[config.mk]
export PLATFORM = sky130hd
export DESIGN_NAME = ext_port_pins
export DESIGN_NICKNAME = d
export VERILOG_FILES = /design/src/design/ext_port_pkg.sv /design/src/design/ext_strobe_if.sv /design/src/design/ext_port_pins.sv /design/src/design/sdram_cmd_encode.sv
export VERILOG_INCLUDE_DIRS = /design/src /design/src/design
export SDC_FILE = /design/constraint.sdc
export NUM_CORES = 1
export LEC_CHECK = 0
export BUFFER_PORTS_ARGS = -buffer_cell sky130_fd_sc_hd__buf_4
export CAP_MARGIN = 30
export CELL_PAD_IN_SITES_DETAIL_PLACEMENT = 0
export CELL_PAD_IN_SITES_GLOBAL_PLACEMENT = 1
export CORE_MARGIN = 4
export CORE_UTILIZATION = 40
export DETAILED_ROUTE_END_ITERATION = 8
export PLACE_DENSITY_LB_ADDON = 0.1
export SLEW_MARGIN = 5
export SYNTH_ARGS = -nofsm -noshare
export SYNTH_HDL_FRONTEND = slang
export SYNTH_SLANG_ARGS = --single-unit
[constraint.sdc]
create_clock -name sys_clk -period 14.47 [get_ports sys_clk]
set_input_delay 2.1705 -clock sys_clk [delete_from_list [all_inputs] [get_ports sys_clk]]
set_output_delay 2.1705 -clock sys_clk [all_outputs]
set_load 0.005 [all_outputs]
[src/design/ext_port_map.svh]
`ifndef EXT_PORT_MAP_SVH
`define EXT_PORT_MAP_SVH
// Bus widths
`define EP_ADDR_W        24
`define EP_DATA_W        32
`define EP_BANKS         2
// Bank decode: address bits that pick the bank
`define EP_BANK_LSB      22
`define EP_BANK_MSB      23
`define EP_SDRAM_A10_BIT 10
// Dedicated flag pins on the data bus
`define EP_FLAG_PINS     4
// Default read/write strobe width in cycles before acknowledge is looked at
`define EP_STROBE_CYC    2
// Pin mode encodings, 2 bits per data pin
`define EP_MODE_EXTERNAL_MEMORY_MODE     2'h0
`define EP_MODE_FLAG     2'h1
`define EP_MODE_PWM      2'h2
`define EP_MODE_PARALLEL_DATA_INPUT     2'h3
// SDRAM command encodings {row, column, write}, active low
`define EP_CMD_NOP       3'h7
`define EP_CMD_ACT       3'h3
`define EP_CMD_READ      3'h5
`define EP_CMD_WRITE     3'h4
`define EP_CMD_PRE       3'h2
`define EP_CMD_REF       3'h1
`define EP_CMD_MRS       3'h0
`endif

[src/design/ext_port_pkg.sv]
package ext_port_pkg;
  typedef enum logic [2:0] {
    SD_NOP   = 3'h7,
    SD_ACT   = 3'h3,
    SD_READ  = 3'h5,
    SD_WRITE = 3'h4,
    SD_PRE   = 3'h2,
    SD_REF   = 3'h1,
    SD_MRS   = 3'h0
  } sdram_cmd_t;
  typedef enum logic [3:0] {
    ST_IDLE   = 4'h1,
    ST_STROBE = 4'h2,
    ST_WAIT   = 4'h4,
    ST_DONE   = 4'h8
  } access_state_t;
endpackage

[src/design/ext_strobe_if.sv]
`timescale 1ns/1ns
interface ext_strobe_if;
  logic [2:0] cmd;
  logic       cmdValid;
  logic       rowStrobeN;
  logic       colStrobeN;
  logic       wrStrobeN;
  modport issuer (output cmd, output cmdValid);
  modport encoder (input cmd, input cmdValid, output rowStrobeN, output colStrobeN, output wrStrobeN);
endinterface

[src/design/ext_port_pins.sv]
`timescale 1ns/1ns
`include "ext_port_map.svh"
// Notes on behaviour
// - Every external access drives its address on the 24-bit address bus.
// - Each data pin serves memory, parallel input, flag or pulse-width use by configuration.
// - After reset data pins 4-31 are memory mode; flag pins 0-3 flag mode.
// - When enabled, input channel 0 samples the data pins as parallel input.
// - Low acknowledge holds off completion of the current access.
// - Read strobe goes low for each word read.
// - Write strobe goes low for each word written.
// - SDRAM operation is encoded on row, column and write strobes together.
// - Active-low bank selects decode from address, change with address lines.
// - Dedicated bit-ten line replaces address bit 10 only during SDRAM accesses.
module ext_port_pins
#(
  parameter int STROBE_CYC = `EP_STROBE_CYC
)
(
  input  wire logic                      sys_clk,
  input  wire logic                      rst,
  // Core access request
  input  wire logic                      accReq,
  input  wire logic                      accWrite,
  input  wire logic [`EP_ADDR_W-1:0]     accAddr,
  input  wire logic [`EP_DATA_W-1:0]     accWdata,
  output logic                           accReady,
  output logic                           accDone,
  output logic [`EP_DATA_W-1:0]          accRdata,
  // SDRAM command request
  input  wire ext_port_pkg::sdram_cmd_t  sdCmd,
  input  wire logic                      sdCmdValid,
  input  wire logic                      sdTenValue,
  // Pin configuration
  input  wire logic [2*`EP_DATA_W-1:0]   pinModeCfg,
  input  wire logic                      pinModeLoad,
  input  wire logic                      parallel_input_control,
  input  wire logic [`EP_DATA_W-1:0]     flagOut,
  input  wire logic [`EP_DATA_W-1:0]     flagOe,
  input  wire logic [`EP_DATA_W-1:0]     pwmOut,
  output logic [`EP_DATA_W-1:0]          flagIn,
  output logic [`EP_DATA_W-1:0]          parallel_data_input,
  output logic                           parallelValid,
  // Pins
  output logic [`EP_ADDR_W-1:0]          addrPins,
  input  wire logic [`EP_DATA_W-1:0]     dataIn,
  output logic [`EP_DATA_W-1:0]          dataOut,
  output logic [`EP_DATA_W-1:0]          dataOeN,
  input  wire logic                      ackIn,
  output logic                           readStrobeN,
  output logic                           writeStrobeN,
  output logic [`EP_BANKS-1:0]           bank_select_n,
  output logic                           sdram_bit_ten_line,
  output logic                           sdram_row_strobe_n,
  output logic                           sdram_column_strobe_n,
  output logic                           sdram_write_strobe_n
);
  import ext_port_pkg::*;

  // Strobe counter is 8 bits wide
  if (STROBE_CYC < 1 || STROBE_CYC > 255)
  begin : badStrobeCyc
    $error("STROBE_CYC out of range");
  end

  // ****************************************
  // Pin input synchronisers
  // ****************************************
  logic [`EP_DATA_W-1:0] dataMeta_r;
  logic [`EP_DATA_W-1:0] dataSync_r;
  logic                  ackMeta_r;
  logic                  ackSync_r;
  always_ff @(posedge sys_clk or posedge rst)
  begin
    if (rst)
    begin
      dataMeta_r <= '0;
      dataSync_r <= '0;
      ackMeta_r  <= 1'b1;
      ackSync_r  <= 1'b1;
    end
    else
    begin
      dataMeta_r <= dataIn;
      dataSync_r <= dataMeta_r;
      ackMeta_r  <= ackIn;
      ackSync_r  <= ackMeta_r;
    end
  end

  // ****************************************
  // Per-pin mode
  // ****************************************
  function automatic logic [1:0] modeOf(input logic [2*`EP_DATA_W-1:0] cfg, input int idx);
    modeOf = cfg[2*idx +: 2];
  endfunction

  logic [2*`EP_DATA_W-1:0] pinMode_r;
  // Flag pins 0-3 start in flag mode, all others in memory mode
  localparam logic [2*`EP_DATA_W-1:0] MODE_RESET = {{(`EP_DATA_W-`EP_FLAG_PINS){`EP_MODE_EXTERNAL_MEMORY_MODE}},
                                                     {`EP_FLAG_PINS{`EP_MODE_FLAG}}};
  always_ff @(posedge sys_clk or posedge rst)
  begin
    if (rst)
      pinMode_r <= MODE_RESET;
    else if (pinModeLoad)
      pinMode_r <= pinModeCfg;
  end

  // ****************************************
  // Access sequencer
  // ****************************************
  access_state_t state_r;
  access_state_t stateNxt;
  logic [7:0]    cnt_r;
  logic          write_r;
  logic [`EP_ADDR_W-1:0] addr_r;
  logic [`EP_DATA_W-1:0] wdata_r;

  wire strobeDone = (cnt_r == 8'(STROBE_CYC - 1));
  always_comb
  begin
    case (state_r)
      ST_IDLE:   stateNxt = accReq ? ST_STROBE : ST_IDLE;
      ST_STROBE: stateNxt = strobeDone ? ST_WAIT : ST_STROBE;
      ST_WAIT:   stateNxt = ackSync_r ? ST_DONE : ST_WAIT;
      ST_DONE:   stateNxt = ST_IDLE;
      default:   stateNxt = ST_IDLE;
    endcase
  end
  assign accReady = (state_r == ST_IDLE);

  always_ff @(posedge sys_clk or posedge rst)
  begin
    if (rst)
    begin
      state_r <= ST_IDLE;
      cnt_r   <= 8'h00;
      write_r <= 1'b0;
      addr_r  <= '0;
      wdata_r <= '0;
    end
    else
    begin
      state_r <= stateNxt;
      cnt_r   <= (state_r == ST_STROBE) ? cnt_r + 8'h01 : 8'h00;
      if (accReq && accReady)
      begin
        write_r <= accWrite;
        addr_r  <= accAddr;
        wdata_r <= accWdata;
      end
    end
  end

  wire active = (state_r == ST_STROBE) || (state_r == ST_WAIT);
  wire writeSel = (state_r == ST_IDLE) ? accWrite : write_r;
  // Strobes are registered so they never glitch on the pins
  logic rdN_r;
  logic wrN_r;
  logic done_r;
  logic [`EP_DATA_W-1:0] rdata_r;
  always_ff @(posedge sys_clk or posedge rst)
  begin
    if (rst)
    begin
      rdN_r   <= 1'b1;
      wrN_r   <= 1'b1;
      done_r  <= 1'b0;
      rdata_r <= '0;
    end
    else
    begin
      rdN_r  <= !((stateNxt == ST_STROBE || stateNxt == ST_WAIT) && !writeSel);
      wrN_r  <= !((stateNxt == ST_STROBE || stateNxt == ST_WAIT) && writeSel);
      done_r <= (stateNxt == ST_DONE);
      if (state_r == ST_WAIT && ackSync_r && !write_r)
        rdata_r <= dataSync_r;
    end
  end
  assign readStrobeN  = rdN_r;
  assign writeStrobeN = wrN_r;
  assign accDone      = done_r;
  assign accRdata     = rdata_r;

  // ****************************************
  // Address, bank select, bit ten
  // ****************************************
  wire sdActive = sdCmdValid;
  logic [`EP_ADDR_W-1:0] addrOut_r;
  logic [`EP_BANKS-1:0]  bankN_r;
  logic                  tenLine_r;
  wire [`EP_ADDR_W-1:0]  addrSel = (state_r == ST_IDLE) ? accAddr : addr_r;
  wire bankBit = addrSel[`EP_BANK_LSB];
  wire bankHit = (addrSel[`EP_BANK_MSB] == 1'b0);
  wire [`EP_BANKS-1:0]   bankNxt = (accReq || active) && bankHit ? ~(2'h1 << bankBit) : 2'h3;
  always_ff @(posedge sys_clk or posedge rst)
  begin
    if (rst)
    begin
      addrOut_r <= '0;
      bankN_r   <= 2'h3;
      tenLine_r <= 1'b0;
    end
    else
    begin
      addrOut_r <= addrSel;
      bankN_r   <= (stateNxt == ST_IDLE) ? 2'h3 : bankNxt;
      tenLine_r <= sdActive ? sdTenValue : 1'b0;
    end
  end
  assign addrPins           = addrOut_r;
  assign bank_select_n      = bankN_r;
  assign sdram_bit_ten_line = tenLine_r;

  // ****************************************
  // Data pin sharing
  // ****************************************
  logic [`EP_DATA_W-1:0] dOut_r;
  logic [`EP_DATA_W-1:0] dOeN_r;
  logic [`EP_DATA_W-1:0] parallel_data_input_r;
  logic                  pdapV_r;
  logic [`EP_DATA_W-1:0] dOutNxt;
  logic [`EP_DATA_W-1:0] dOeNNxt;
  always_comb
  begin
    for (int i = 0; i < `EP_DATA_W; i++)
    begin
      case (modeOf(pinMode_r, i))
        `EP_MODE_EXTERNAL_MEMORY_MODE: begin dOutNxt[i] = wdata_r[i]; dOeNNxt[i] = !(active && write_r); end
        `EP_MODE_FLAG: begin dOutNxt[i] = flagOut[i]; dOeNNxt[i] = !flagOe[i]; end
        `EP_MODE_PWM:  begin dOutNxt[i] = pwmOut[i];  dOeNNxt[i] = 1'b0; end
        default:       begin dOutNxt[i] = 1'b0;       dOeNNxt[i] = 1'b1; end
      endcase
    end
  end
  always_ff @(posedge sys_clk or posedge rst)
  begin
    if (rst)
    begin
      dOut_r  <= '0;
      dOeN_r  <= '1;
      parallel_data_input_r  <= '0;
      pdapV_r <= 1'b0;
    end
    else
    begin
      dOut_r  <= dOutNxt;
      dOeN_r  <= dOeNNxt;
      pdapV_r <= parallel_input_control;
      if (parallel_input_control)
        parallel_data_input_r <= dataSync_r;
    end
  end
  assign dataOut             = dOut_r;
  assign dataOeN             = dOeN_r;
  assign flagIn              = dataSync_r;
  assign parallel_data_input = parallel_data_input_r;
  assign parallelValid       = pdapV_r;

  // ****************************************
  // SDRAM command strobes
  // ****************************************
  ext_strobe_if cmdBus ();
  assign cmdBus.cmd      = sdCmd;
  assign cmdBus.cmdValid = sdCmdValid;
  sdram_cmd_encode u_enc
  (
    .sys_clk (sys_clk),
    .rst     (rst),
    .cmdBus  (cmdBus)
  );
  assign sdram_row_strobe_n    = cmdBus.rowStrobeN;
  assign sdram_column_strobe_n = cmdBus.colStrobeN;
  assign sdram_write_strobe_n  = cmdBus.wrStrobeN;

  // ****************************************
  // Checks
  // ****************************************
  ackHold_a: assert property (@(posedge sys_clk) disable iff (rst) (state_r == ST_WAIT && !ackSync_r) |=> !accDone)
    else $error("access completed while ack low");
  readLow_a: assert property (@(posedge sys_clk) disable iff (rst) (state_r == ST_WAIT && !write_r) |-> !readStrobeN)
    else $error("read strobe not low");
  writeLow_a: assert property (@(posedge sys_clk) disable iff (rst) (state_r == ST_WAIT && write_r) |-> !writeStrobeN)
    else $error("write strobe not low");
  idleHigh_a: assert property (@(posedge sys_clk) disable iff (rst) (state_r == ST_IDLE) |-> readStrobeN && writeStrobeN)
    else $error("strobe low while idle");
  addrOut_a: assert property (@(posedge sys_clk) disable iff (rst) (state_r == ST_WAIT) |-> addrPins == addr_r)
    else $error("address pins wrong");
  tenIdle_a: assert property (@(posedge sys_clk) disable iff (rst) !sdCmdValid |=> !sdram_bit_ten_line)
    else $error("bit ten line driven outside sdram");
  pdapCap_a: assert property (@(posedge sys_clk) disable iff (rst) parallel_input_control |=> parallel_data_input == $past(dataSync_r))
    else $error("parallel input not sampled");
  bankIdle_a: assert property (@(posedge sys_clk) disable iff (rst) (state_r == ST_IDLE && !accReq) |=> bank_select_n == 2'h3)
    else $error("bank select low while idle");
endmodule // ext_port_pins

[src/design/sdram_cmd_encode.sv]
`timescale 1ns/1ns
`include "ext_port_map.svh"
module sdram_cmd_encode
(
  input wire logic     sys_clk,
  input wire logic     rst,
  ext_strobe_if.encoder cmdBus
);
  import ext_port_pkg::*;
  logic [2:0] pins_r;
  wire  [2:0] pinsNxt = cmdBus.cmdValid ? cmdBus.cmd : `EP_CMD_NOP;
  always_ff @(posedge sys_clk or posedge rst)
  begin
    if (rst)
      pins_r <= `EP_CMD_NOP;
    else
      pins_r <= pinsNxt;
  end
  assign cmdBus.rowStrobeN = pins_r[2];
  assign cmdBus.colStrobeN = pins_r[1];
  assign cmdBus.wrStrobeN  = pins_r[0];
  idleNop_a: assert property (@(posedge sys_clk) disable iff (rst) !cmdBus.cmdValid |=> pins_r == 3'h7)
    else $error("sdram strobes not idle");
  cmdPins_a: assert property (@(posedge sys_clk) disable iff (rst) cmdBus.cmdValid |=> pins_r == $past(cmdBus.cmd))
    else $error("sdram command pins wrong");
endmodule // sdram_cmd_encode

== Word-level counts from Yosys, hierarchy flattened ==
Index checks and enable logic that the tools add are counted.

* Register bits after elaboration: 361
* Bits of input ports: 260

* Add/sub/neg operators: 1
* Equality and inequality tests: 72
* Shifts and indexed selects: 1
* Mux-type cells: 75
* Bitwise gates (word level): 2
* Reductions and logical operators: 79

{| class="wikitable"
|+ Operators with widths
! cell !! count
|-
| 1-bit case mux with 3 select lines || 64
|-
| 2-bit by 1-bit == test with 1-bit output, second input constant || 32
|-
| 2-bit == test, second input constant || 32
|-
| 2-bit zero test || 32
|-
| 1-bit zero test || 37
|-
| 24-bit two-way mux || 1
|-
| 4-bit case mux with 3 select lines || 1
|-
| 8-bit by 1-bit adder with 8-bit output, second input constant || 1
|-
| 4-bit by 1-bit == test with 1-bit output, second input constant || 2
|-
| 4-bit by 2-bit == test with 1-bit output, second input constant || 2
|-
| 4-bit by 3-bit == test with 1-bit output, second input constant || 2
|-
| 8-bit by 1-bit == test with 1-bit output, second input constant || 1
|-
| 8-bit two-way mux || 1
|-
| 1-bit logical AND || 7
|-
| 2-bit two-way mux || 3
|-
| 3-bit two-way mux || 2
|-
| 4-bit == test, second input constant || 1
|-
| 4-bit two-way mux || 1
|-
| 1-bit logical OR || 3
|-
| 1-bit two-way mux || 2
|-
| 2-bit inverter || 1
|-
| 1-bit by 1-bit left shift with 2-bit output, first input constant || 1
|-
| 1-bit inverter || 1
|}

== Longest topological paths before layout ==
* Depth in word-level cells: 7
* Gate-level depth with buffers: 7

== Cells and area by module ==
From an unflattened synthesis, not the netlist that was laid out.

* Cells, all modules: 902
* Area, all modules: 13399.1 µm²

{| class="wikitable"
|+ Modules (own cells, without submodules)
! module !! times used !! cells each !! area an instance (µm²)
|-
| ext_port_pins || 1 || 895 || 13297.8
|-
| sdram_cmd_encode || 1 || 7 || 101.3
|}

== Least setup slack after synthesis ==
No wires, ideal clock.

* Path type: register to output
* Start point: register state_r[0]
* End point: output port accReady
* Arrival: 1.462 ns
* Required time: 12.299 ns
* Setup slack: 10.838 ns
* Cell stages (with the launch flop): 5
* Path buffers: 2
* Path through: dfstp_2 or4b_1 buf_6 clkinv_4 clkbuf_1

* Longest elaborated chain between the ends: 1

{| class="wikitable"
|+ RTL lines
! item !! line !! RTL
|-
| start: declaration || ext_port_pins.sv:112 || <nowiki>access_state_t state_r;</nowiki>
|-
| start signal: assignment || ext_port_pins.sv:144 || <nowiki>state_r <= stateNxt;</nowiki>
|-
| 4-bit by 1-bit == test with 1-bit output || ext_port_pins.sv:130 || <nowiki>assign accReady = (state_r == ST_IDLE);</nowiki>
|-
| end: declaration || ext_port_pins.sv:26 || <nowiki>output logic accReady,</nowiki>
|}

No other way between the ends.

== Worst setup path in the final report ==
Ends and elaborated chain as after synthesis.

==> results.sh <==
export IMPL_synth_cell_types=42
export IMPL_powerDensity_nw_per_um2=162
export IMPL_yosysSeqAreaShare=0.679
export IMPL_crit_path_end_kind="primary output"
export IMPL_rsz0062_at_grt="false"
export IMPL_crit_arrival_ns=2.11
export IMPL_tightest_slew_ns=0.966
export IMPL_portBuffers=454
export IMPL_clockBufferDepth=3
export IMPL_cts_clk_slew_worst_paths_ns=0.06
export IMPL_fin_cells=1853
export IMPL_vias=8782
export IMPL_cts_tree="done"
export IMPL_h_tree_depth=2
export IMPL_hold_ws_ns=0.336
export IMPL_finalCritPeriodShare=0.296
export IMPL_cts_setup_buffers=0
export IMPL_grt_remaining_overflow=0
export IMPL_die_w_microns=191
export IMPL_first_pass_iters=4
export IMPL_layout_setup_ws_ns=10.19
export IMPL_wl_met1_mm=13.3
export IMPL_antenna_left=0
export IMPL_wl_per_cell_microns=19.4
export IMPL_required_ns=12.30
export IMPL_finalWirelength_mm=35.9
export IMPL_p_leak_uw=0.00904
export IMPL_placement_rows=66
export IMPL_dp_cells=1773
export IMPL_fmaxAchievable_mhz=234
export IMPL_grt_pass1_wl_mm=53.8
export IMPL_slew_viol_final=0
export IMPL_avgSynthCellArea_sq_um=14.9
export IMPL_relSlewSlack=0.356
export IMPL_postCtsHoldBufs=0
export IMPL_path_class="reg -> out"
export IMPL_min_period_ns=4.28
export IMPL_core_area_sq_um=32800
export IMPL_highest_layer="met5"
export IMPL_antenna_found_initial=6
export IMPL_status="completed"
export IMPL_die_area_sq_um=36500
export IMPL_root_buffer="clkbuf_16"
export IMPL_dr_wl_met2_mm=18.0
export IMPL_worstSkewPairLatency_ns=0.51
export IMPL_track_usage=0.192
export IMPL_synth_seq_cells=361
export IMPL_vdd_ir_drop_max_uv=112
export IMPL_finalSetupViolations=0
export IMPL_viasPerCell=4.74
export IMPL_netlist_area_sq_um=13400
export IMPL_crit_fanout=27
export IMPL_io_pins=455
export IMPL_grt_start_max_net_pins=97
export IMPL_drc=0
export IMPL_grt_pass1_vias=9127
export IMPL_dp_slack_ns=10.12
export IMPL_min_path_type="reg -> reg"
export IMPL_area_delta_synth_final_pct=39.4
export IMPL_start_util=0.409
export IMPL_hold_viol_final=0
export IMPL_cts_resized=0
export IMPL_start_kind="flop"
export IMPL_yosysWarnings=0
export IMPL_synth_fp_nets=1163
export IMPL_drt_initial_drc_count=300
export IMPL_wl_met3_mm=3.71
export IMPL_die_y_microns=191
export IMPL_drv_cap=0
export IMPL_setup_tns_ns=0
export IMPL_cts_buffers=40
export IMPL_syn_inst=901
export IMPL_drive_gt1_frac=0.538
export IMPL_dpl_cell_area_sq_um=17200
export IMPL_gp_congestion=0.776
export IMPL_place_hpwl_mm=26.7
export IMPL_final_area_sq_um=18700
export IMPL_fin_nets=1637
export IMPL_fin_worst_skew_ns=0.0164
export IMPL_cts_sinks=361
-- placed cells by master, fill, tap and decap left out, types with 2 or more instances in the layout --
cell type,n
nand2_1,72
o21bai_1,2
o21ai_0,69
xor2_1,2
xnor2_1,2
inv_6,2
clkinvlp_4,2
clkbuf_16,41
and3_1,2
mux2_1,7
clkbuf_1,11
nand2b_1,3
a21oi_1,3
clkbuf_8,6
mux2i_1,33
clkinv_2,6
nor3b_1,2
dfstp_2,46
bufinv_16,5
ha_1,2
mux2_4,30
nor4_1,2
nand3_1,5
nand3b_1,32
mux2_2,149
diode_2,5
buf_16,3
buf_4,458
inv_1,34
or3_1,3
dfrtp_1,315
nor2_1,8
nor2b_1,2
o31ai_1,32
-- Yosys cell counts --
library cell | instances | area (sq um)
nor3b_1 | 2 | 15.0
ha_1 | 2 | 25.0
buf_8 | 1 | 15.0
nand3_1 | 5 | 25.0
o21ai_0 | 69 | 345
clkinv_4 | 1 | 8.76
dfrtp_1 | 315 | 7880
nand4_1 | 1 | 6.26
o22ai_1 | 1 | 6.26
buf_12 | 4 | 80.1
and3_1 | 2 | 12.5
o31ai_1 | 32 | 240
nor3_1 | 1 | 5.00
a21oi_1 | 3 | 15.0
mux2_1 | 7 | 78.8
clkbuf_1 | 20 | 75.1
dfstp_2 | 46 | 1210
or4b_2 | 1 | 10.0
nand2_1 | 72 | 270
and2_1 | 1 | 6.26
and3b_1 | 1 | 8.76
nand4b_1 | 1 | 8.76
mux2_2 | 149 | 1680
buf_6 | 2 | 22.5
nand3b_1 | 32 | 240
mux2i_1 | 33 | 330
o21a_1 | 1 | 7.51
nor2_1 | 8 | 30.0
inv_1 | 35 | 131
mux2_4 | 30 | 450
xor2_1 | 2 | 17.5
or4b_1 | 1 | 10.0
buf_1 | 3 | 11.3
nand2_2 | 1 | 6.26
nand2b_1 | 3 | 18.8
and2_4 | 1 | 8.76
a31o_2 | 1 | 8.76
xnor2_1 | 2 | 17.5
or3_1 | 3 | 18.8
nor4_1 | 2 | 12.5
nor2b_1 | 2 | 12.5
o21bai_1 | 2 | 15.0
-- flip-flops by register name, summed over array words and instances, names as in the netlist, 3 cells and up --
name	count
pinMode_r	64
accRdata	32
dataMeta_r	32
dataOeN	32
dataOut	32
flagIn	32
parallel_data_input	32
wdata_r	32
addrPins	24
addr_r	24
cnt_r	8
state_r	4
u_enc.pins_r	3
-- critical path, cell delays in order (launching register included) --
cell,delay (ns)
dfstp_2,0.55
or4b_1,0.62
clkinv_4,0.26
buf_4,0.16
-- layout make-up --
class	count	area, sq um
sequential	361	9090
fill	2808	14100
timing repair buffer	462	3540
antenna	5	12.5
clock buffer	58	1150
multi-input combinational	474	3960
clock inverter	15	213
inverter	36	148
tap	442	553
-- stage by stage --
step                      total power [uW]  utilization
final                                 3020        0.569
after global routing                  3180        0.569
after CTS                             3060        0.568
after detailed placement              2000        0.526
after global placement                1990        0.524
after floorplan                       1700            -
-- path summary, 6_finish.rpt --
path / slack [ns] / startpoint / to / depth (start not counted)
worst min-delay path: 0.34 / dataMeta_r[6] / flagIn[6] / 0
worst max-delay path: 10.19 / state_r[0] / accReady / 3
worst max register to register: 11.69 / state_r[0] / addr_r[8] / 4
worst min register to register: 0.34 / dataMeta_r[6] / flagIn[6] / 0
max in group asynchronous: 10.79 / rst / cnt_r[6] / 4
min in group asynchronous: 1.68 / rst / dataMeta_r[30] / 2
-- cell families after synthesis --
group                    Yosys count  synth area share
AO/OA/AOI/OAI                    109            0.0476
XOR/XNOR                           4           0.00262
adder cells (fa/ha/maj)            2           0.00187
buffers and inverters             66            0.0257
flip-flops                       361             0.679
multiplexers                     219             0.189
AND/OR/NAND/NOR                  140            0.0542
-- routing by layer --
layer / global-route usage / up-vias
li1: - / 4092
met1: 0.223 / 4316
met2: 0.329 / 317
met3: 0.0729 / 55
met4: 0.0602 / 2
met5: 0 / -
-- report_power, final --
group / leakage (uW) / switching, uW / internal [uW]
sequential: 0.00430 / 112 / 1230
combinational: 0.00407 / 260 / 378
clock: 0.000665 / 390 / 643
Note: power is estimated with default switching activity, not from simulation.
